File: config.mk
export PLATFORM = sky130hd
export DESIGN_NAME = psdso_top
export DESIGN_NICKNAME = d
export VERILOG_FILES = /design/src/psdso_pkg.sv /design/src/psdso_top.sv
export SDC_FILE = /design/constraint.sdc
export NUM_CORES = 1
export LEC_CHECK = 0
export ABC_AREA = 1
export BUFFER_PORTS_ARGS = -buffer_cell sky130_fd_sc_hd__buf_2
export CAP_MARGIN = 10
export CORE_UTILIZATION = 51
export CTS_BUF_LIST = sky130_fd_sc_hd__clkbuf_16
export DETAILED_ROUTE_END_ITERATION = 10
export PLACE_DENSITY_LB_ADDON = 0.2
export REMOVE_ABC_BUFFERS = 1
export SYNTH_ARGS = -nofsm -noshare
export SYNTH_HDL_FRONTEND = slang
export SYNTH_SLANG_ARGS = --single-unit
File: constraint.sdc
create_clock -name clk -period 1.8 [get_ports clk]
set_input_delay 0.09 -clock clk [delete_from_list [all_inputs] [get_ports clk]]
set_output_delay 0.09 -clock clk [all_outputs]
set_load 0.01 [all_outputs]
File: src/psdso_pkg.sv
package psdso_pkg;

  // register byte addresses (word aligned)
  localparam logic [5:0] ADDR_GEN_CMD = 6'h00;
  localparam logic [5:0] ADDR_OP_STATUS = 6'h04;
  localparam logic [5:0] ADDR_OE_CFG = 6'h08;
  localparam logic [5:0] ADDR_RELAY_CFG = 6'h0C;
  localparam logic [5:0] ADDR_BRIDGE_MODE = 6'h10;
  localparam logic [5:0] ADDR_BRIDGE_DELAY = 6'h14;
  localparam logic [5:0] ADDR_DD_CFG = 6'h18;
  localparam logic [5:0] ADDR_ON_CTRL = 6'h1C;
  localparam logic [5:0] ADDR_LS_CFG = 6'h20;
  localparam logic [5:0] ADDR_PP_CFG = 6'h24;
  localparam logic [5:0] ADDR_IGN_CFG = 6'h28;
  localparam logic [5:0] ADDR_DSO_STATUS = 6'h2C;

  // general command register bits
  localparam int GEN_CENTRAL_SET = 0;
  localparam int GEN_CENTRAL_CLR = 1;
  localparam int GEN_HOLD_RESTART = 2;
  // output enable / on-control bit positions
  localparam int BIT_RELAY = 0;
  localparam int BIT_BRIDGE = 1;
  // relay configuration register bits
  localparam int RELAY_DELAY_BIT = 0;
  localparam int RELAY_OPENLOAD_BIT = 1;
  localparam int RELAY_OVERCURRENT_BIT = 2;
  // bridge mode register: [3:0] freewheel, [7:4] high/low switch, [11:8] full bridge
  localparam int BRIDGE_FREEWHEEL_LSB = 0;
  localparam int BRIDGE_SWMODE_LSB = 4;
  localparam int BRIDGE_FULL_LSB = 8;
  localparam int BRIDGE_FULL_BIT0 = 8;
  localparam logic [11:0] BRIDGE_KEEP_MASK = 12'h0FF;
  // bridge delay register bit
  localparam int BRIDGE_DELAY_BIT = 0;
  // ignition configuration: [3:0] open-load on enable, [7:4] current, [11:8] time
  localparam int IGN_WIDTH = 12;
  // low side config: [13:0] overcurrent switch-off, [27:14] pull-down / pull current en
  localparam int LS_WIDTH = 28;
  // push pull: [5:0] feedback pull-down, [11:6] threshold
  localparam int PP_WIDTH = 12;

  // reset values
  localparam logic [31:0] RST_ZERO = 32'h0000_0000;
  localparam logic [27:0] RST_LS_CFG = 28'hFFF_C000;
  localparam logic [11:0] RST_PP_CFG = 12'h03F;
  localparam logic [11:0] RST_IGN_CFG = 12'h000;

  // hold time window in ms and clock rate
  localparam int HOLD_MIN_MS = 400;
  localparam int HOLD_MAX_MS = 800;
  localparam int HOLD_NOM_MS = 600;
  localparam longint CLK_HZ = 20_000_000;
  localparam longint HOLD_CYCLES = CLK_HZ / 1000 * HOLD_NOM_MS;
  localparam int HOLD_CNT_W = 24;

  // delayed switch-off per-output state
  typedef enum logic [1:0] {PSDSO_IDLE, PSDSO_HOLD, PSDSO_DONE} psdso_state_e;

  // trigger event group
  typedef struct packed {
    logic supply_under;
    logic supply_over;
    logic link_timeout;
    logic monitor_low;
    logic reset_low;
  } psdso_trig_s;

endpackage

File: src/psdso_top.sv
`timescale 1ns/1ps
// Notes on behaviour
// - per-output mode bit selects normal or delayed
// - hold output on 400-800 ms after trigger
// - normal mode: trigger switches output off immediately
// - hold only if already on; no switch-on
// - supply, timeout, monitor, reset pin start timer
// - restart bit restarts hold timer
// - timer overflow ends delayed switch-off
// - central enable, on-bit, enable bit end hold
// - clearing mode bit ends hold
// - ready state without trigger ends hold
// - power-on reset switches outputs off immediately
// - sleep transition ends delayed switch-off
// - normal config: supply/reset fault clears bits
// - delayed config: listed bits survive the fault
// - per-group overcurrent limit or switch-off select
// - off-state diagnosis currents enable bits
// - bridge freewheel, switch mode, full bridge config
// - push-pull feedback pull-down and threshold config
// - ignition open-load enable, current, time config
// - central enable clear clears all enables
module psdso_top #(
  parameter int HOLD_COUNT = int'(psdso_pkg::HOLD_CYCLES),
  parameter int NUM_SPECIAL = 2
) (
  input wire logic clk,
  input wire logic rstn,
  input wire logic clk_en,
  // avalon-mm slave
  input wire logic [5:0] avs_address,
  input wire logic avs_read,
  input wire logic avs_write,
  input wire logic [31:0] avs_writedata,
  output logic [31:0] avs_readdata,
  output logic avs_waitrequest,
  // trigger sources, asynchronous to clk
  input wire psdso_pkg::psdso_trig_s trig_in,
  input wire logic ready_state,
  input wire logic sleep_request,
  // per-channel protection faults: relay, bridge
  input wire logic [1:0] protect_fault,
  // power stage outputs
  output logic delayed_relay_output,
  output logic delayed_bridge_output,
  output logic [13:0] ls_overcurrent_off,
  output logic [13:0] ls_diag_current_en,
  output logic [11:0] bridge_mode_cfg,
  output logic [11:0] pp_cfg,
  output logic [11:0] ignition_cfg,
  output logic [1:0] hold_active
);

  // synchronise asynchronous inputs
  logic [4:0] trig_s1_q, trig_s2_q;
  logic [1:0] lvl_s1_q, lvl_s2_q;
  logic [1:0] flt_s1_q, flt_s2_q;
  always_ff @(posedge clk or negedge rstn) begin
    if (!rstn) begin
      trig_s1_q <= 5'h00;
      trig_s2_q <= 5'h00;
      lvl_s1_q <= 2'h0;
      lvl_s2_q <= 2'h0;
      flt_s1_q <= 2'h0;
      flt_s2_q <= 2'h0;
    end else if (clk_en) begin
      trig_s1_q <= trig_in;
      trig_s2_q <= trig_s1_q;
      lvl_s1_q <= {sleep_request, ready_state};
      lvl_s2_q <= lvl_s1_q;
      flt_s1_q <= protect_fault;
      flt_s2_q <= flt_s1_q;
    end
  end

  psdso_pkg::psdso_trig_s trig;
  logic any_trig, trig_rise, any_trig_q, ready, sleep, supply_rst;
  assign trig = psdso_pkg::psdso_trig_s'(trig_s2_q);
  assign any_trig = |trig_s2_q;
  assign ready = lvl_s2_q[0];
  assign sleep = lvl_s2_q[1];
  // undervoltage or reset pin clear stage bits
  assign supply_rst = trig.supply_under | trig.reset_low;

  always_ff @(posedge clk or negedge rstn) begin
    if (!rstn) begin
      any_trig_q <= 1'b0;
    end else if (clk_en) begin
      any_trig_q <= any_trig;
    end
  end
  assign trig_rise = any_trig & ~any_trig_q;

  // bus write strobes; writes complete at the request edge
  logic wr_gen, wr_oe, wr_relay, wr_bmode, wr_bdly, wr_dd, wr_on, wr_ls, wr_pp, wr_ign;
  always_comb begin
    wr_gen = 1'b0;
    wr_oe = 1'b0;
    wr_relay = 1'b0;
    wr_bmode = 1'b0;
    wr_bdly = 1'b0;
    wr_dd = 1'b0;
    wr_on = 1'b0;
    wr_ls = 1'b0;
    wr_pp = 1'b0;
    wr_ign = 1'b0;
    if (avs_write && clk_en) begin
      if (avs_address == psdso_pkg::ADDR_GEN_CMD) wr_gen = 1'b1;
      else if (avs_address == psdso_pkg::ADDR_OE_CFG) wr_oe = 1'b1;
      else if (avs_address == psdso_pkg::ADDR_RELAY_CFG) wr_relay = 1'b1;
      else if (avs_address == psdso_pkg::ADDR_BRIDGE_MODE) wr_bmode = 1'b1;
      else if (avs_address == psdso_pkg::ADDR_BRIDGE_DELAY) wr_bdly = 1'b1;
      else if (avs_address == psdso_pkg::ADDR_DD_CFG) wr_dd = 1'b1;
      else if (avs_address == psdso_pkg::ADDR_ON_CTRL) wr_on = 1'b1;
      else if (avs_address == psdso_pkg::ADDR_LS_CFG) wr_ls = 1'b1;
      else if (avs_address == psdso_pkg::ADDR_PP_CFG) wr_pp = 1'b1;
      else if (avs_address == psdso_pkg::ADDR_IGN_CFG) wr_ign = 1'b1;
    end
  end
  // reads wait one cycle so the registered read data stand when waitrequest drops
  logic rd_done_q;
  always_ff @(posedge clk or negedge rstn) begin
    if (!rstn) begin
      rd_done_q <= 1'b0;
    end else if (clk_en) begin
      rd_done_q <= avs_read & ~rd_done_q;
    end
  end
  assign avs_waitrequest = avs_read & ~rd_done_q;

  logic cen_set, cen_clr, restart;
  assign cen_set = wr_gen & avs_writedata[psdso_pkg::GEN_CENTRAL_SET];
  assign cen_clr = wr_gen & avs_writedata[psdso_pkg::GEN_CENTRAL_CLR];
  assign restart = wr_gen & avs_writedata[psdso_pkg::GEN_HOLD_RESTART];

  // configuration registers
  logic central_en_q;
  logic [1:0] out_en_q, on_ctrl_q, dd_sel_q;
  logic relay_delay_mode_sel_q, relay_openload_cfg_q, relay_overcurrent_cfg_q;
  logic bridge_delay_mode_sel_q;
  logic [11:0] bridge_mode_q, pp_q, ign_q;
  logic [27:0] ls_q;
  logic [1:0] dly_sel, dly_cfg, keep;

  assign dly_sel = {bridge_delay_mode_sel_q, relay_delay_mode_sel_q};
  // delayed mode effective only with serial control; the bridge also needs single-switch mode
  assign dly_cfg[psdso_pkg::BIT_RELAY] = relay_delay_mode_sel_q
    & ~dd_sel_q[psdso_pkg::BIT_RELAY];
  assign dly_cfg[psdso_pkg::BIT_BRIDGE] = bridge_delay_mode_sel_q
    & ~dd_sel_q[psdso_pkg::BIT_BRIDGE]
    & ~bridge_mode_q[psdso_pkg::BRIDGE_FULL_BIT0];
  // bits kept through a supply/reset fault only in delayed config
  assign keep = dly_cfg;

  // central enable and per-output enables
  always_ff @(posedge clk or negedge rstn) begin
    if (!rstn) begin
      central_en_q <= 1'b0;
      out_en_q <= 2'h0;
    end else if (clk_en) begin
      if (supply_rst && keep == 2'h0) begin
        central_en_q <= 1'b0;
      end else if (cen_clr) begin
        central_en_q <= 1'b0;
      end else if (cen_set) begin
        central_en_q <= 1'b1;
      end
      for (int i = 0; i < NUM_SPECIAL; i++) begin
        if (flt_s2_q[i] || cen_clr || (supply_rst && !keep[i])) begin
          out_en_q[i] <= 1'b0;
        end else if (cen_set || (wr_oe && avs_writedata[i])) begin
          out_en_q[i] <= 1'b1;
        end else if (wr_oe) begin
          out_en_q[i] <= 1'b0;
        end
      end
    end
  end

  // special-output configuration bits
  always_ff @(posedge clk or negedge rstn) begin
    if (!rstn) begin
      relay_delay_mode_sel_q <= 1'b0;
      relay_openload_cfg_q <= 1'b0;
      relay_overcurrent_cfg_q <= 1'b0;
      bridge_delay_mode_sel_q <= 1'b0;
      bridge_mode_q <= 12'h000;
      dd_sel_q <= 2'h0;
    end else if (clk_en) begin
      if (wr_relay) begin
        relay_delay_mode_sel_q <= avs_writedata[psdso_pkg::RELAY_DELAY_BIT];
        relay_openload_cfg_q <= avs_writedata[psdso_pkg::RELAY_OPENLOAD_BIT];
        relay_overcurrent_cfg_q <= avs_writedata[psdso_pkg::RELAY_OVERCURRENT_BIT];
      end else if (supply_rst && !keep[psdso_pkg::BIT_RELAY]) begin
        relay_delay_mode_sel_q <= 1'b0;
        relay_openload_cfg_q <= 1'b0;
        relay_overcurrent_cfg_q <= 1'b0;
      end
      if (wr_bdly) begin
        bridge_delay_mode_sel_q <= avs_writedata[psdso_pkg::BRIDGE_DELAY_BIT];
      end else if (supply_rst && !keep[psdso_pkg::BIT_BRIDGE]) begin
        bridge_delay_mode_sel_q <= 1'b0;
      end
      if (wr_bmode) begin
        bridge_mode_q <= avs_writedata[11:0];
      end else if (supply_rst) begin
        // freewheel and switch mode kept in delayed config
        bridge_mode_q <= keep[psdso_pkg::BIT_BRIDGE]
          ? (bridge_mode_q & psdso_pkg::BRIDGE_KEEP_MASK) : 12'h000;
      end
      if (wr_dd) begin
        dd_sel_q <= avs_writedata[1:0];
      end else if (supply_rst) begin
        dd_sel_q <= 2'h0;
      end
    end
  end

  // serial on-control bits, kept through a fault only in delayed config
  always_ff @(posedge clk or negedge rstn) begin
    if (!rstn) begin
      on_ctrl_q <= 2'h0;
    end else if (clk_en) begin
      if (wr_on) begin
        on_ctrl_q <= avs_writedata[1:0];
      end else if (supply_rst) begin
        on_ctrl_q <= on_ctrl_q & keep;
      end
    end
  end

  // group configuration for the other stages
  always_ff @(posedge clk or negedge rstn) begin
    if (!rstn) begin
      ls_q <= psdso_pkg::RST_LS_CFG;
      pp_q <= psdso_pkg::RST_PP_CFG;
      ign_q <= psdso_pkg::RST_IGN_CFG;
    end else if (clk_en) begin
      if (wr_ls) ls_q <= avs_writedata[psdso_pkg::LS_WIDTH-1:0];
      if (wr_pp) pp_q <= avs_writedata[psdso_pkg::PP_WIDTH-1:0];
      if (wr_ign) ign_q <= avs_writedata[psdso_pkg::IGN_WIDTH-1:0];
    end
  end

  // per-output delayed switch-off state and hold timers
  psdso_pkg::psdso_state_e state_q [NUM_SPECIAL];
  logic [psdso_pkg::HOLD_CNT_W-1:0] cnt_q [NUM_SPECIAL];
  logic [NUM_SPECIAL-1:0] drive_q, on_req;

  generate
    for (genvar g = 0; g < NUM_SPECIAL; g++) begin : g_ch
      logic end_hold;
      assign on_req[g] = central_en_q & out_en_q[g] & on_ctrl_q[g];
      // leave hold on overflow, switch-off, mode clear, ready, sleep
      assign end_hold = (cnt_q[g] == psdso_pkg::HOLD_CNT_W'(HOLD_COUNT - 1))
        | ~on_req[g]
        | ~dly_sel[g]
        | (ready & ~any_trig)
        | sleep;

      always_ff @(posedge clk or negedge rstn) begin
        if (!rstn) begin
          state_q[g] <= psdso_pkg::PSDSO_IDLE;
          cnt_q[g] <= '0;
          drive_q[g] <= 1'b0;
        end else if (clk_en) begin
          case (state_q[g])
            psdso_pkg::PSDSO_IDLE: begin
              if (any_trig && !dly_cfg[g]) begin
                drive_q[g] <= 1'b0;
              end else if (trig_rise && dly_cfg[g] && drive_q[g]) begin
                state_q[g] <= psdso_pkg::PSDSO_HOLD;
                cnt_q[g] <= '0;
              end else if (any_trig) begin
                drive_q[g] <= 1'b0;
              end else begin
                drive_q[g] <= on_req[g];
              end
            end
            psdso_pkg::PSDSO_HOLD: begin
              if (end_hold) begin
                state_q[g] <= psdso_pkg::PSDSO_DONE;
                drive_q[g] <= 1'b0;
              end else if (restart) begin
                cnt_q[g] <= '0;
              end else begin
                cnt_q[g] <= cnt_q[g] + 1'b1;
              end
            end
            psdso_pkg::PSDSO_DONE: begin
              // stay off until triggers have gone
              drive_q[g] <= 1'b0;
              if (!any_trig) state_q[g] <= psdso_pkg::PSDSO_IDLE;
            end
            default: state_q[g] <= psdso_pkg::PSDSO_IDLE;
          endcase
        end
      end
      assign hold_active[g] = (state_q[g] == psdso_pkg::PSDSO_HOLD);
    end
  endgenerate

  assign delayed_relay_output = drive_q[psdso_pkg::BIT_RELAY];
  assign delayed_bridge_output = drive_q[psdso_pkg::BIT_BRIDGE];
  assign ls_overcurrent_off = ls_q[13:0];
  assign ls_diag_current_en = ls_q[27:14];
  assign bridge_mode_cfg = bridge_mode_q;
  assign pp_cfg = pp_q;
  assign ignition_cfg = ign_q;

  // registered read data, captured in the waiting cycle of a read
  always_ff @(posedge clk or negedge rstn) begin
    if (!rstn) begin
      avs_readdata <= psdso_pkg::RST_ZERO;
    end else if (clk_en && avs_read && !rd_done_q) begin
      if (avs_address == psdso_pkg::ADDR_OP_STATUS) avs_readdata <= {31'h0, central_en_q};
      else if (avs_address == psdso_pkg::ADDR_OE_CFG) avs_readdata <= {30'h0, out_en_q};
      else if (avs_address == psdso_pkg::ADDR_RELAY_CFG)
        avs_readdata <= {29'h0, relay_overcurrent_cfg_q, relay_openload_cfg_q,
          relay_delay_mode_sel_q};
      else if (avs_address == psdso_pkg::ADDR_BRIDGE_MODE) avs_readdata <= {20'h0, bridge_mode_q};
      else if (avs_address == psdso_pkg::ADDR_BRIDGE_DELAY)
        avs_readdata <= {31'h0, bridge_delay_mode_sel_q};
      else if (avs_address == psdso_pkg::ADDR_DD_CFG) avs_readdata <= {30'h0, dd_sel_q};
      else if (avs_address == psdso_pkg::ADDR_ON_CTRL) avs_readdata <= {30'h0, on_ctrl_q};
      else if (avs_address == psdso_pkg::ADDR_LS_CFG) avs_readdata <= {4'h0, ls_q};
      else if (avs_address == psdso_pkg::ADDR_PP_CFG) avs_readdata <= {20'h0, pp_q};
      else if (avs_address == psdso_pkg::ADDR_IGN_CFG) avs_readdata <= {20'h0, ign_q};
      else if (avs_address == psdso_pkg::ADDR_DSO_STATUS)
        avs_readdata <= {26'h0, drive_q, hold_active, dly_cfg};
      else avs_readdata <= psdso_pkg::RST_ZERO;
    end
  end

endmodule

Word level (Yosys, flattened, before mapping)
Index checks and enable logic that the tools add are counted.
{ "classes": {"n_addsub": 2, "n_mul": 0, "div_mod_pow": 0, "n_lt_le_gt_ge": 0, "eq_ne": 30, "shift": 0, "muxes": 126, "bitwise": 33, "reduce_logical": 58} }
{ "ops": {"columns": ["cell", "count"], "rows": [
  ["$mux 28", 8],
  ["$mux 24", 8],
  ["$pmux 24 s2", 2],
  ["$mux 1", 87],
  ["$add 24x1->24 const B", 2],
  ["$eq 24x24->1 const B", 2],
  ["$mux 12", 4],
  ["$eq 6x5->1 const B", 4],
  ["$eq 6x6->1 const B", 4],
  ["$mux 2", 11],
  ["$reduce_and 2->1", 11],
  ["$reduce_and 5->1", 4],
  ["$ne 2x2->1 const B", 9],
  ["$reduce_bool 3->1", 5],
  ["$logic_and 1x1->1", 14],
  ["$reduce_bool 2->1", 7],
  ["$and 1x1->1", 13],
  ["$eq 6x4->1 const B", 2],
  ["$pmux 2 s3", 2],
  ["$not 1->1", 10],
  ["$or 1x1->1", 9],
  ["$mux 8", 1],
  ["$reduce_and 4->1", 2],
  ["$eq 6x3->1 const B", 1],
  ["other kinds (13)", 27]
]} }
{ "word_totals": {"ff_bits": 181, "latch_bits": 0, "ramBits": 0, "mem_bits_ro": 0, "inputBits": 52, "output_inout_bits": 101, "wordCells": 278, "memories": 0} }

Longest topological paths before layout
Gate-level depths: netlist of run 1.
{ "logic_depth": {"word_depth": 14, "mapped_depth": 13, "mapped_depth_nobuf": 13} }

Least setup slack after synthesis of run 1
Ideal clock, no wire load.
{ "synth_path": {"kind": "register to register", "startpoint": "register state_q[3] (netlist name)", "endpoint": "register cnt_q[42] (netlist name)", "setup_time_ps": 65, "arrival_time_ps": 1757, "t_required_ps": 1735, "path_slack_ps": -22, "stages_incl_launch_ff": 11, "n_path_buf": 2, "synth_period_minus_slack_ps": 1822, "cell_sequence": "dfrtp_1 inv_1 ha_1 buf_2 nand3_1 nor3_2 nand2_2 a21oi_2 buf_4 nand3_1 nand2_1"} }
{ "synth_via": {"elab_chain_cells": 3, "word_cells_on_any_way": 8, "classes_between": "4 x eq/ne; 1 x mux; 3 x reduce/logical"} }
{ "synth_rtl": {"columns": ["element", "line_no", "source"], "rows": [
  ["from (decl)", "psdso_top.sv:246", "psdso_pkg::psdso_state_e state_q [NUM_SPECIAL];"],
  ["from (signal, indexed assignment)", "psdso_top.sv:263", "state_q[g] <= psdso_pkg::PSDSO_IDLE;"],
  ["from (signal, indexed assignment)", "psdso_top.sv:272", "state_q[g] <= psdso_pkg::PSDSO_HOLD;"],
  ["from (signal, indexed assignment)", "psdso_top.sv:282", "state_q[g] <= psdso_pkg::PSDSO_DONE;"],
  ["$eq 2x1->1 *", null, null],
  ["net hold_active[0]", "psdso_top.sv:51", "output logic [1:0] hold_active"],
  ["$ne 2x2->1 (no line) / $reduce_bool 2->1 (equally long branches)", null, null],
  ["$reduce_and 5->1 (no line)", null, null],
  ["to (signal, indexed assignment)", "psdso_top.sv:287", "cnt_q[g] <= cnt_q[g] + 1'b1;"],
  ["to (decl)", "psdso_top.sv:247", "logic [psdso_pkg::HOLD_CNT_W-1:0] cnt_q [NUM_SPECIAL];"]
]} }
Mark *: on every way through the listed nets, which the timed path passes. The rest lies on a longest branch.
A chain may end at the register's enable or synchronous reset.

Worst setup path after layout of run 1
{ "layout_path": {"startpoint": "register cnt_q[26] (netlist name)", "endpoint": "register cnt_q[40] (netlist name)"} }
{ "layout_via": {"elab_chain_cells": 7, "word_cells_on_any_way": 11, "classes_between": "1 x add/sub; 2 x eq/ne; 3 x mux; 4 x bitwise; 1 x reduce/logical"} }
{ "layout_rtl": {"columns": ["element"], "rows": [
  ["parallel branches: the longest is 7 deep, another holds $add 24x1->24"]
]} }
Several ways; the timed one is not identified. The select of a mux whose other input is x is not followed.

==> results of run 1 <==
==> how the worst min path moves through the flow <==
stage / cells after the start / startpoint / endpoint
floorplan: 0 / rstn / any_trig_q
global placement: 1 / rstn / cnt_q[39]
detailed placement: 1 / rstn / cnt_q[38]
CTS: 5 / avs_read / rd_done_q
global route: 3 / avs_writedata[2] / ignition_cfg[2]
finish: 5 / avs_read / rd_done_q
==> final cells by class <==
cell class              count  area [um^2]
fillers                  1350         5077
flip-flops and latches    177         4457
multi-input cells         826         4252
repair buffers            311         2252
inverters                 118        446.7
clock buffers              17        425.4
well taps                 225        281.5
clock inverters            15        225.2
==> cell families after synthesis <==
| family | count (synthesis) | synth area share, % |
|---|---|---|
| AO/OA/AOI/OAI | 189 | 11.36 |
| XOR/XNOR | 17 | 1.623 |
| adder cells (fa/ha/maj) | 8 | 1.091 |
| buffers and inverters | 161 | 7.704 |
| flip-flops | 177 | 48.54 |
| multiplexers | 4 | 0.4908 |
| other | 1 | 0.04087 |
| AND/OR/NAND/NOR | 603 | 29.15 |
==> cells in the final DEF, fill, tap and decap left out, types with 24 or more instances in the layout <==
cell and count:
sky130_fd_sc_hd__buf_2 143, sky130_fd_sc_hd__nand2_1 307, sky130_fd_sc_hd__dlygate4sd3_1 37, sky130_fd_sc_hd__nor3_1 24
sky130_fd_sc_hd__o21ai_0 106, sky130_fd_sc_hd__nand4_1 31, sky130_fd_sc_hd__dfrtp_1 155, sky130_fd_sc_hd__buf_4 113
sky130_fd_sc_hd__nand3_1 74, sky130_fd_sc_hd__nor2_1 91, sky130_fd_sc_hd__a21oi_1 31, sky130_fd_sc_hd__inv_1 102
==> registers in the layout, indices dropped and copies added (netlist names), 2 cells and up <==
signal           count
avs_readdata        28
bridge_mode_cfg     12
cnt_q               48
dd_sel_q             2
flt_s1_q             2
flt_s2_q             2
ignition_cfg        12
ls_q                28
lvl_s1_q             2
lvl_s2_q             2
on_ctrl_q            2
out_en_q             2
pp_cfg              12
state_q              4
trig                 5
trig_s1_q            5
==> worst register-to-register path: stages, from the launching register on <==
cell	delay [ps]
sky130_fd_sc_hd__dfrtp_2	400
sky130_fd_sc_hd__inv_2	60
sky130_fd_sc_hd__nor3_4	210
sky130_fd_sc_hd__nand2_2	90
sky130_fd_sc_hd__nor2_2	100
sky130_fd_sc_hd__nand4_1	130
sky130_fd_sc_hd__nand2_2	180
sky130_fd_sc_hd__buf_6	140
sky130_fd_sc_hd__nand2_4	60
sky130_fd_sc_hd__nand2_8	110
sky130_fd_sc_hd__clkbuf_16	180
sky130_fd_sc_hd__o21ai_2	60
==> through the flow <==
step / instance area, um^2 / instances / util, % / setup slack [ps] / TNS, ps
finish: 12340 / 1689 / 70.85 / -18.36 / -56.51
global placement: 10910 / 1606 / 62.64 / -398.5 / -4445
detailed placement: 10910 / 1606 / 62.64 / -555.2 / -6795
floorplan: 8924 / 1120 / - / -586.8 / -13380
global route: 12340 / 1689 / 70.85 / -118.4 / -2767
CTS: 12080 / 1681 / 69.36 / -11.79 / -18.38
==> repair_timing <==
item                                    in CTS  in global routing
hold buffers                                37                  0
buffers inserted                             5                  7
endpoints found under the setup margin      25                 57
gates resized for setup                     15                 45
endpoints found under the hold margin      171                  0
cloned                                       1                  2
pin swaps                                    2                 21
==> metal layers <==
| metal | wire length [um] | vias to the layer above |
|---|---|---|
| met5 | 0 | - |
| met4 | 1058 | 0 |
| met3 | 1650 | 85 |
| met2 | 12900 | 329 |
| met1 | 11560 | 4322 |
| li1 | - | 4378 |
==> power breakdown <==
part	total, mW	internal, mW	switching, mW
combinational	3.03	1.24	1.79
clock	3.97	2.06	1.91
sequential	4.57	4.34	0.226
==> results list, run 1 <==
- Family with the most delay on the worst path: simple AND/OR/NAND/NOR gates
- Number of max-slew violations in the final report: 0
- Number of primary I/O pins: 153
- STA classifies the critical path startpoint as a flip-flop.
- The longest clock path from root to sink contains 2 buffers.
- Data required, critical path: 2120 ps
- Buffers inserted during clock tree synthesis total 17.
- The design draws 11.57 mW.
- The repair_antennas step left the layout with diodes totalling 0.
* Syn avg cell area: between 7 and 8 um^2
- Kind of critical path: flip-flop to flip-flop
- Setup repair after global routing could not meet its margin everywhere.
- Proportion of synthesized flip-flops having asynchronous set or reset: 100.0%
- Input and output buffers added on the ports amount to 144.
* Final setup violation count: 6
* Clk Tree Root Cell: sky130_fd_sc_hd__clkbuf_16
* Result of the run: finished with violations
* Fraction of the cycle the final worst path needs: 101.0%
- Overall die area: roughly 19,000 um^2
* Most used standard cell by instance count after synthesis: sky130_fd_sc_hd__nand2_1
- In this run the cell area of the synthesized design comes to 9176 um^2.
- WL final: 27,170 um
* Routing usage on met2: 49.04%
- Setup crit end kind: flip-flop
* Gr usage total: a little under a third
* Worst reg-to-reg path cell count: 11
- Die span in y: 136.1 um
- The total overflow left after global routing is 0.
* Worst hold slack after final layout: roughly 57 ps
- WP data arrival: roughly 2100 ps
- The layer flagged by global routing as most heavily used is met2.
- Share of Yosys cell area claimed by the top area cell type: between 40% and 50%
- In this run the worst setup path terminates at cnt_q[40].
- The critical path goes through inv_2, nor3_4, nand2_2, nor2_2, nand4_1, nand2_2, buf_6, nand2_4, nand2_8, clkbuf_16, o21ai_2.
* RR Endpoint: cnt_q[40]
- The detailed router placed 9,114 vias in this run.
- In this run, synthesis produced a sequential element count of 177.
- The checks that failed: setup timing.
- Initial detailed-routing violation count: 592
- Derived from the worst setup path, the maximum achievable clock frequency is 549.9 MHz.
- Synth warn: 0
- Row generation in the floorplan step produced 48 rows.
- For this run, global-route usage on met3 was measured as roughly 6.9%.
- At the end of routability-driven placement, the weighted congestion stood at just over 0.9.
- After detailed routing, the number of vias per cell comes to 5.396.
- In the synthesized netlist the dominant register cell turns out to be sky130_fd_sc_hd__dfrtp_1.
* Antenna violations before repair: 0
* Clk slew on worst S/H paths: 80 ps
- In this run, distinct cell masters in the synthesized netlist total 48.
- The number of endpoints with negative hold slack in the final report is 0.
* Critical path buffers and inverters: 3
- The clock drives around 180 sinks.
- Power spread over the standard cell area amounts to 938.1 nW/um^2.
- Yosys mapped a number of flops with a built-in enable equal to 0.
- VDD sags by at most around 0.81 mV.
- The die is 136.1 um wide.
* Synth area leader: sky130_fd_sc_hd__dfrtp_1
* Most instantiated cells after synthesis: sky130_fd_sc_hd__nand2_1, sky130_fd_sc_hd__dfrtp_1, sky130_fd_sc_hd__o21ai_0, sky130_fd_sc_hd__inv_1, sky130_fd_sc_hd__nor2_1
- Seq/Total Area, Yosys: just under 50%
- Number of antenna-violating nets in the routed design: 0
- For this design, the slowest cell found on the critical path is sky130_fd_sc_hd__dfrtp_2.
- Across the run, the number of max-cap violations was 0.
* Via count of the first global-routing pass: 8,951
- Ranked by total cell area, the synthesized netlist is headed by sky130_fd_sc_hd__dfrtp_1, sky130_fd_sc_hd__nand2_1, sky130_fd_sc_hd__o21ai_0.
* Number of instances in the synthesized netlist: approximately 1,200
* Number of design rule violations left after detail routing: 0
- Path category of the worst min-delay check: primary input to flip-flop
- Fraction of layout instances using a drive strength above 1: 28.83%
- Worst Clk Skew: between 10 and 15 ps
- The analysis attributes to cell leakage a power of between 6 and 7 nW.
- Source of the worst register-to-register timing path: cnt_q[26]
- Largest net degree at the start of global routing: 46
* Number of search-and-repair iterations in the first detailed-routing pass: 6
- Half-perimeter wire length of the detailed placement result: 18,810 um
- Depth of the critical timing path with buffers and inverters included: 11
* Worst Slack Setup Final: -18.36 ps
- CTS tree: built
- Maximum fanout encountered on the critical timing path: 8
- In this run the register-to-register setup slack is -20 ps.
- Dividing the detail-routed wire length by the instance count gives roughly 16 um.
- Among the stages of the critical path, the cell type that occurs most often is sky130_fd_sc_hd__nand2_2.
* H-tree levels: 4
* Net count, final: 1,511
* Global-route wire length before repair: 43,700 um
- Max incr delay on CP: 400 ps
- Once the floorplan was initialized, standard cells occupied 52.69% of the core.
- Relative area change from synthesis to final layout: 34.47%
* M1 GR Usage: 38.80%
- The smallest clock period supported by the final layout is computed as 1818 ps.
- Origin of the worst setup path: cnt_q[26]
* Clock insertion delay at the later pin of the skew report: 440 ps
* Placeable core region: 17,420 um^2
(Power assumes the default switching activity.)
==> inputs of run 2 (changes only) <==
--- a/config.mk
+++ b/config.mk
@@ -8,7 +8,9 @@
 export ABC_AREA = 1
 export BUFFER_PORTS_ARGS = -buffer_cell sky130_fd_sc_hd__buf_2
 export CAP_MARGIN = 10
-export CORE_UTILIZATION = 51
+export CELL_PAD_IN_SITES_DETAIL_PLACEMENT = 2
+export CELL_PAD_IN_SITES_GLOBAL_PLACEMENT = 2
+export CORE_UTILIZATION = 30
 export CTS_BUF_LIST = sky130_fd_sc_hd__clkbuf_16
 export DETAILED_ROUTE_END_ITERATION = 10
 export PLACE_DENSITY_LB_ADDON = 0.2
==> constraint.sdc (replaced) <==
create_clock -name clk -period 1.8 [get_ports clk]
set_input_delay 0.09 -clock clk [delete_from_list [all_inputs] [get_ports clk]]
set_output_delay 0.09 -clock clk [all_outputs]
set_load 0.005 [all_outputs]
==> run 2 against run 1 <==
Compared with the run above: the run still ends with setup timing left; final cell count grew 12%; register-to-register slack lost 320 ps; cell area grew 6.3%; sequential cell count is the same; first-iteration DRC count shrank 32%; via count grew 6.9%; sequential power grew 2%; setup slack lost 320 ps; sequential share of layout area shrank 2.1 points; hold slack lost 33 ps; combinational power grew 25%; maximum frequency shrank 15%; critical path type unchanged; critical endpoint is now cnt_q[21]; highest routed layer unchanged.
==> results list, run 2 (synthesis gave the netlist of run 1 again) <==
- WL final: 41,440 um (+53%)
- Post-layout util: 43.92% (-27 points)
* WP data arrival: 2490 ps (+350 ps)
- Failing checks: setup timing
- Fraction of layout instances using a drive strength above 1: 33.62% (+4.8 points)
- Reg area: 4457 um^2 (unchanged)
- Clock tree synthesis selected as its root buffer the cell sky130_fd_sc_hd__clkbuf_16.
- TritonCTS Buffers: 17 (unchanged)
- Biggest regs: cnt_q x48, avs_readdata x28, ls_q x28
* Initial core utilization: 30.72% (-22 points)
- Worst Clk Skew: 18.44 ps (+5.076 ps)
- Initial detailed-routing violation count: 403 (-32%)
* Number of antenna diodes: 0 (unchanged)
* Reported leakage power: 6.470 nW (+4.5%)
* Half-perimeter wire length of the detailed placement result: 26,210 um (+39%)
- The area of the core was 29,870 um^2 (+72%).
* Most frequent standard cell in the layout excluding fill and tap cells: sky130_fd_sc_hd__nand2_1
- Number of max-slew violations in the final report: 0 (unchanged)
- The worst ir drop on vdd is 0.7684 mV (-5.4%).
* Antenna violations before repair: 0 (unchanged)
* Achievable Freq: 468.2 MHz (-15%)
* Source of the worst register-to-register timing path: cnt_q[16]
- Leftover overflow at the end of global routing: 0 (unchanged)
- Number of antenna-violating nets in the routed design: 0 (unchanged)
- Number of inserted filler cells in the final layout: 3,353 (+150%)
- The buffer levels on the longest clock path was 2 (unchanged).
- Clk slew on worst S/H paths: 90 ps (about the same)
- The wire length of the first global-routing pass was 58,310 um (+33%).
- Number of core rows: 63 (+31%)
- Die span in y: 176.9 um (+30%)
- Overall die area: 31,290 um^2 (+69%)
- The worst setup path is captured at a flip-flop.
- Fraction of the cycle the final worst path needs: 118.7% (+18 points)
* Origin of the worst setup path: cnt_q[16]
* Worst Slack Setup Final: -335.9 ps (-317.5 ps)
* Number of design rule violations left after detail routing: 0 (unchanged)
- The critical path is of the flip-flop to flip-flop type.
- Maximum fanout encountered on the critical timing path: 5 (-3)
- Power Density: 940.9 nW/um^2 (+0.30%)
- Net count, final: 1,549 (+2.5%)
* Overall power after layout: 12.34 mW (+6.6%)
* Post-layout minimum cycle time: 2136 ps (+317.5 ps)
* Register ranked first by flip-flop count: cnt_q
- Vias after detailed routing: 9,740 (+6.9%)
- The worst hold path begins at avs_writedata[1].
* Setup repair after global routing missed its margin: true
- Number of search-and-repair iterations in the first detailed-routing pass: 5 (-1)
* Top library cells by usage in the layout, fill and taps aside: sky130_fd_sc_hd__nand2_1, sky130_fd_sc_hd__dfrtp_1, sky130_fd_sc_hd__buf_2, sky130_fd_sc_hd__buf_4, sky130_fd_sc_hd__inv_1
* Area used by multi-input combinational logic: 4508 um^2 (+6.0%)
* Path category of the worst min-delay check: primary input to flip-flop
- Kind of start point of the critical path: flip-flop
- The final RePlAce weighted congestion is 0.8646 (-5.7%).
- Number of primary I/O pins: 153 (unchanged)
* Routed via count divided by cell count: 5.148 (-4.6%)
- The flip-flop count of the largest register, all copies and words added came to 48 (unchanged).
* Clock insertion delay at the later pin of the skew report: 460 ps (+20 ps)
- Worst hold slack after final layout: 24.58 ps (-32.78 ps)
- Via count of the first global-routing pass: 10,390 (+16%)
- The number of endpoints with negative hold slack in the final report came to 0 (unchanged).
- Reported max-cap violation count: 0 (unchanged)
* Gr usage total: 24.36% (-5.9 points)
- Clock sink count: 177 (unchanged)
* CTS tree: built
- Data required, critical path: 2160 ps (+40 ps)
* Result of the run: finished with violations
- The setup-violating endpoint count in the final report was 52 (+46).
* Largest net degree at the start of global routing: 48 (+4.3%)
- Detailed-route wire length per cell: 21.90 um (+36%)
* H-tree levels: 4 (unchanged)
- Die X: 176.9 um (+30%)
- From synthesis to final layout, the design area changed by 42.98%.
- The number of buffer cells added on primary ports was 144 (unchanged).
run 2: changes by cell type in the layout (fill, tap and decap cells not counted), sizes merged:
cell / delta
a21oi: -1
buf: +37
clkbuf: +2
clkinv: -4
clkinvlp: +1
dlygate4sd3: -1
inv: +3
nand2: +1
run 2: final timing paths:
check                      cells after the start           end  slack [ps]
max in group asynchronous                      3     pp_cfg[0]         940
min reg2reg                                    2  trig_s1_q[2]         480
max reg2reg                                    9     cnt_q[21]        -340
max                                            9     cnt_q[21]        -340
min                                            3   out_en_q[1]          20
min in group asynchronous                      2     cnt_q[42]         150
run 2: metal layers:
layer	share of wire, %	up-vias	GRT usage, %
li1	-	4445	-
met1	41	5026	29.17
met2	53	199	43.56
met3	3.3	70	4.424
met4	2.8	0	8.226
met5	0	-	0
run 2: final cells by class:
type                    count  share of cell area (%)
multi-input cells         826                   34.36
clock buffers              17                   3.242
clock inverters            15                   1.249
well taps                 390                   3.719
repair buffers            349                   20.04
flip-flops and latches    177                   33.97
inverters                 118                   3.424
run 2: power breakdown:
part	switching (mW)	total (mW)	internal (mW)	leakage, nW
Clock	1.89	3.87	1.98	0.288
Sequential	0.333	4.68	4.35	2.33
Combinational	2.25	3.79	1.54	3.85
run 2: worst max-delay path: stages, from the launching register on:
cell and delay, ps:
sky130_fd_sc_hd__dfrtp_1 390, sky130_fd_sc_hd__buf_4 180, sky130_fd_sc_hd__nand2_1 80, sky130_fd_sc_hd__nor2_1 230, sky130_fd_sc_hd__nand4_1 170, sky130_fd_sc_hd__nor2_1 280, sky130_fd_sc_hd__a21oi_1 140, sky130_fd_sc_hd__nor3_1 230
sky130_fd_sc_hd__nand2_1 110, sky130_fd_sc_hd__o21ai_1 220
run 2: through the flow:
step / setup TNS (ps) / setup slack [ps] / std cells / area, um^2
after floorplan: -10970 / -546.9 / 1120 / 8924
after global placement: -1021 / -48.81 / 1779 / 11140
after detailed placement: -2889 / -107.3 / 1779 / 11140
after CTS: -1224 / -84.31 / 1862 / 12410
after global routing: -10940 / -452.4 / 1892 / 13120
final: -6768 / -335.9 / 1892 / 13120
run 2: timing repair:
action	4_1_cts	5_1_grt
pin swaps	8	39
endpoints found under the setup margin	53	55
gates cloned	4	4
resized for setup	28	123
setup buffers	11	29
hold buffers	36	0
hold endpoints to repair	193	0
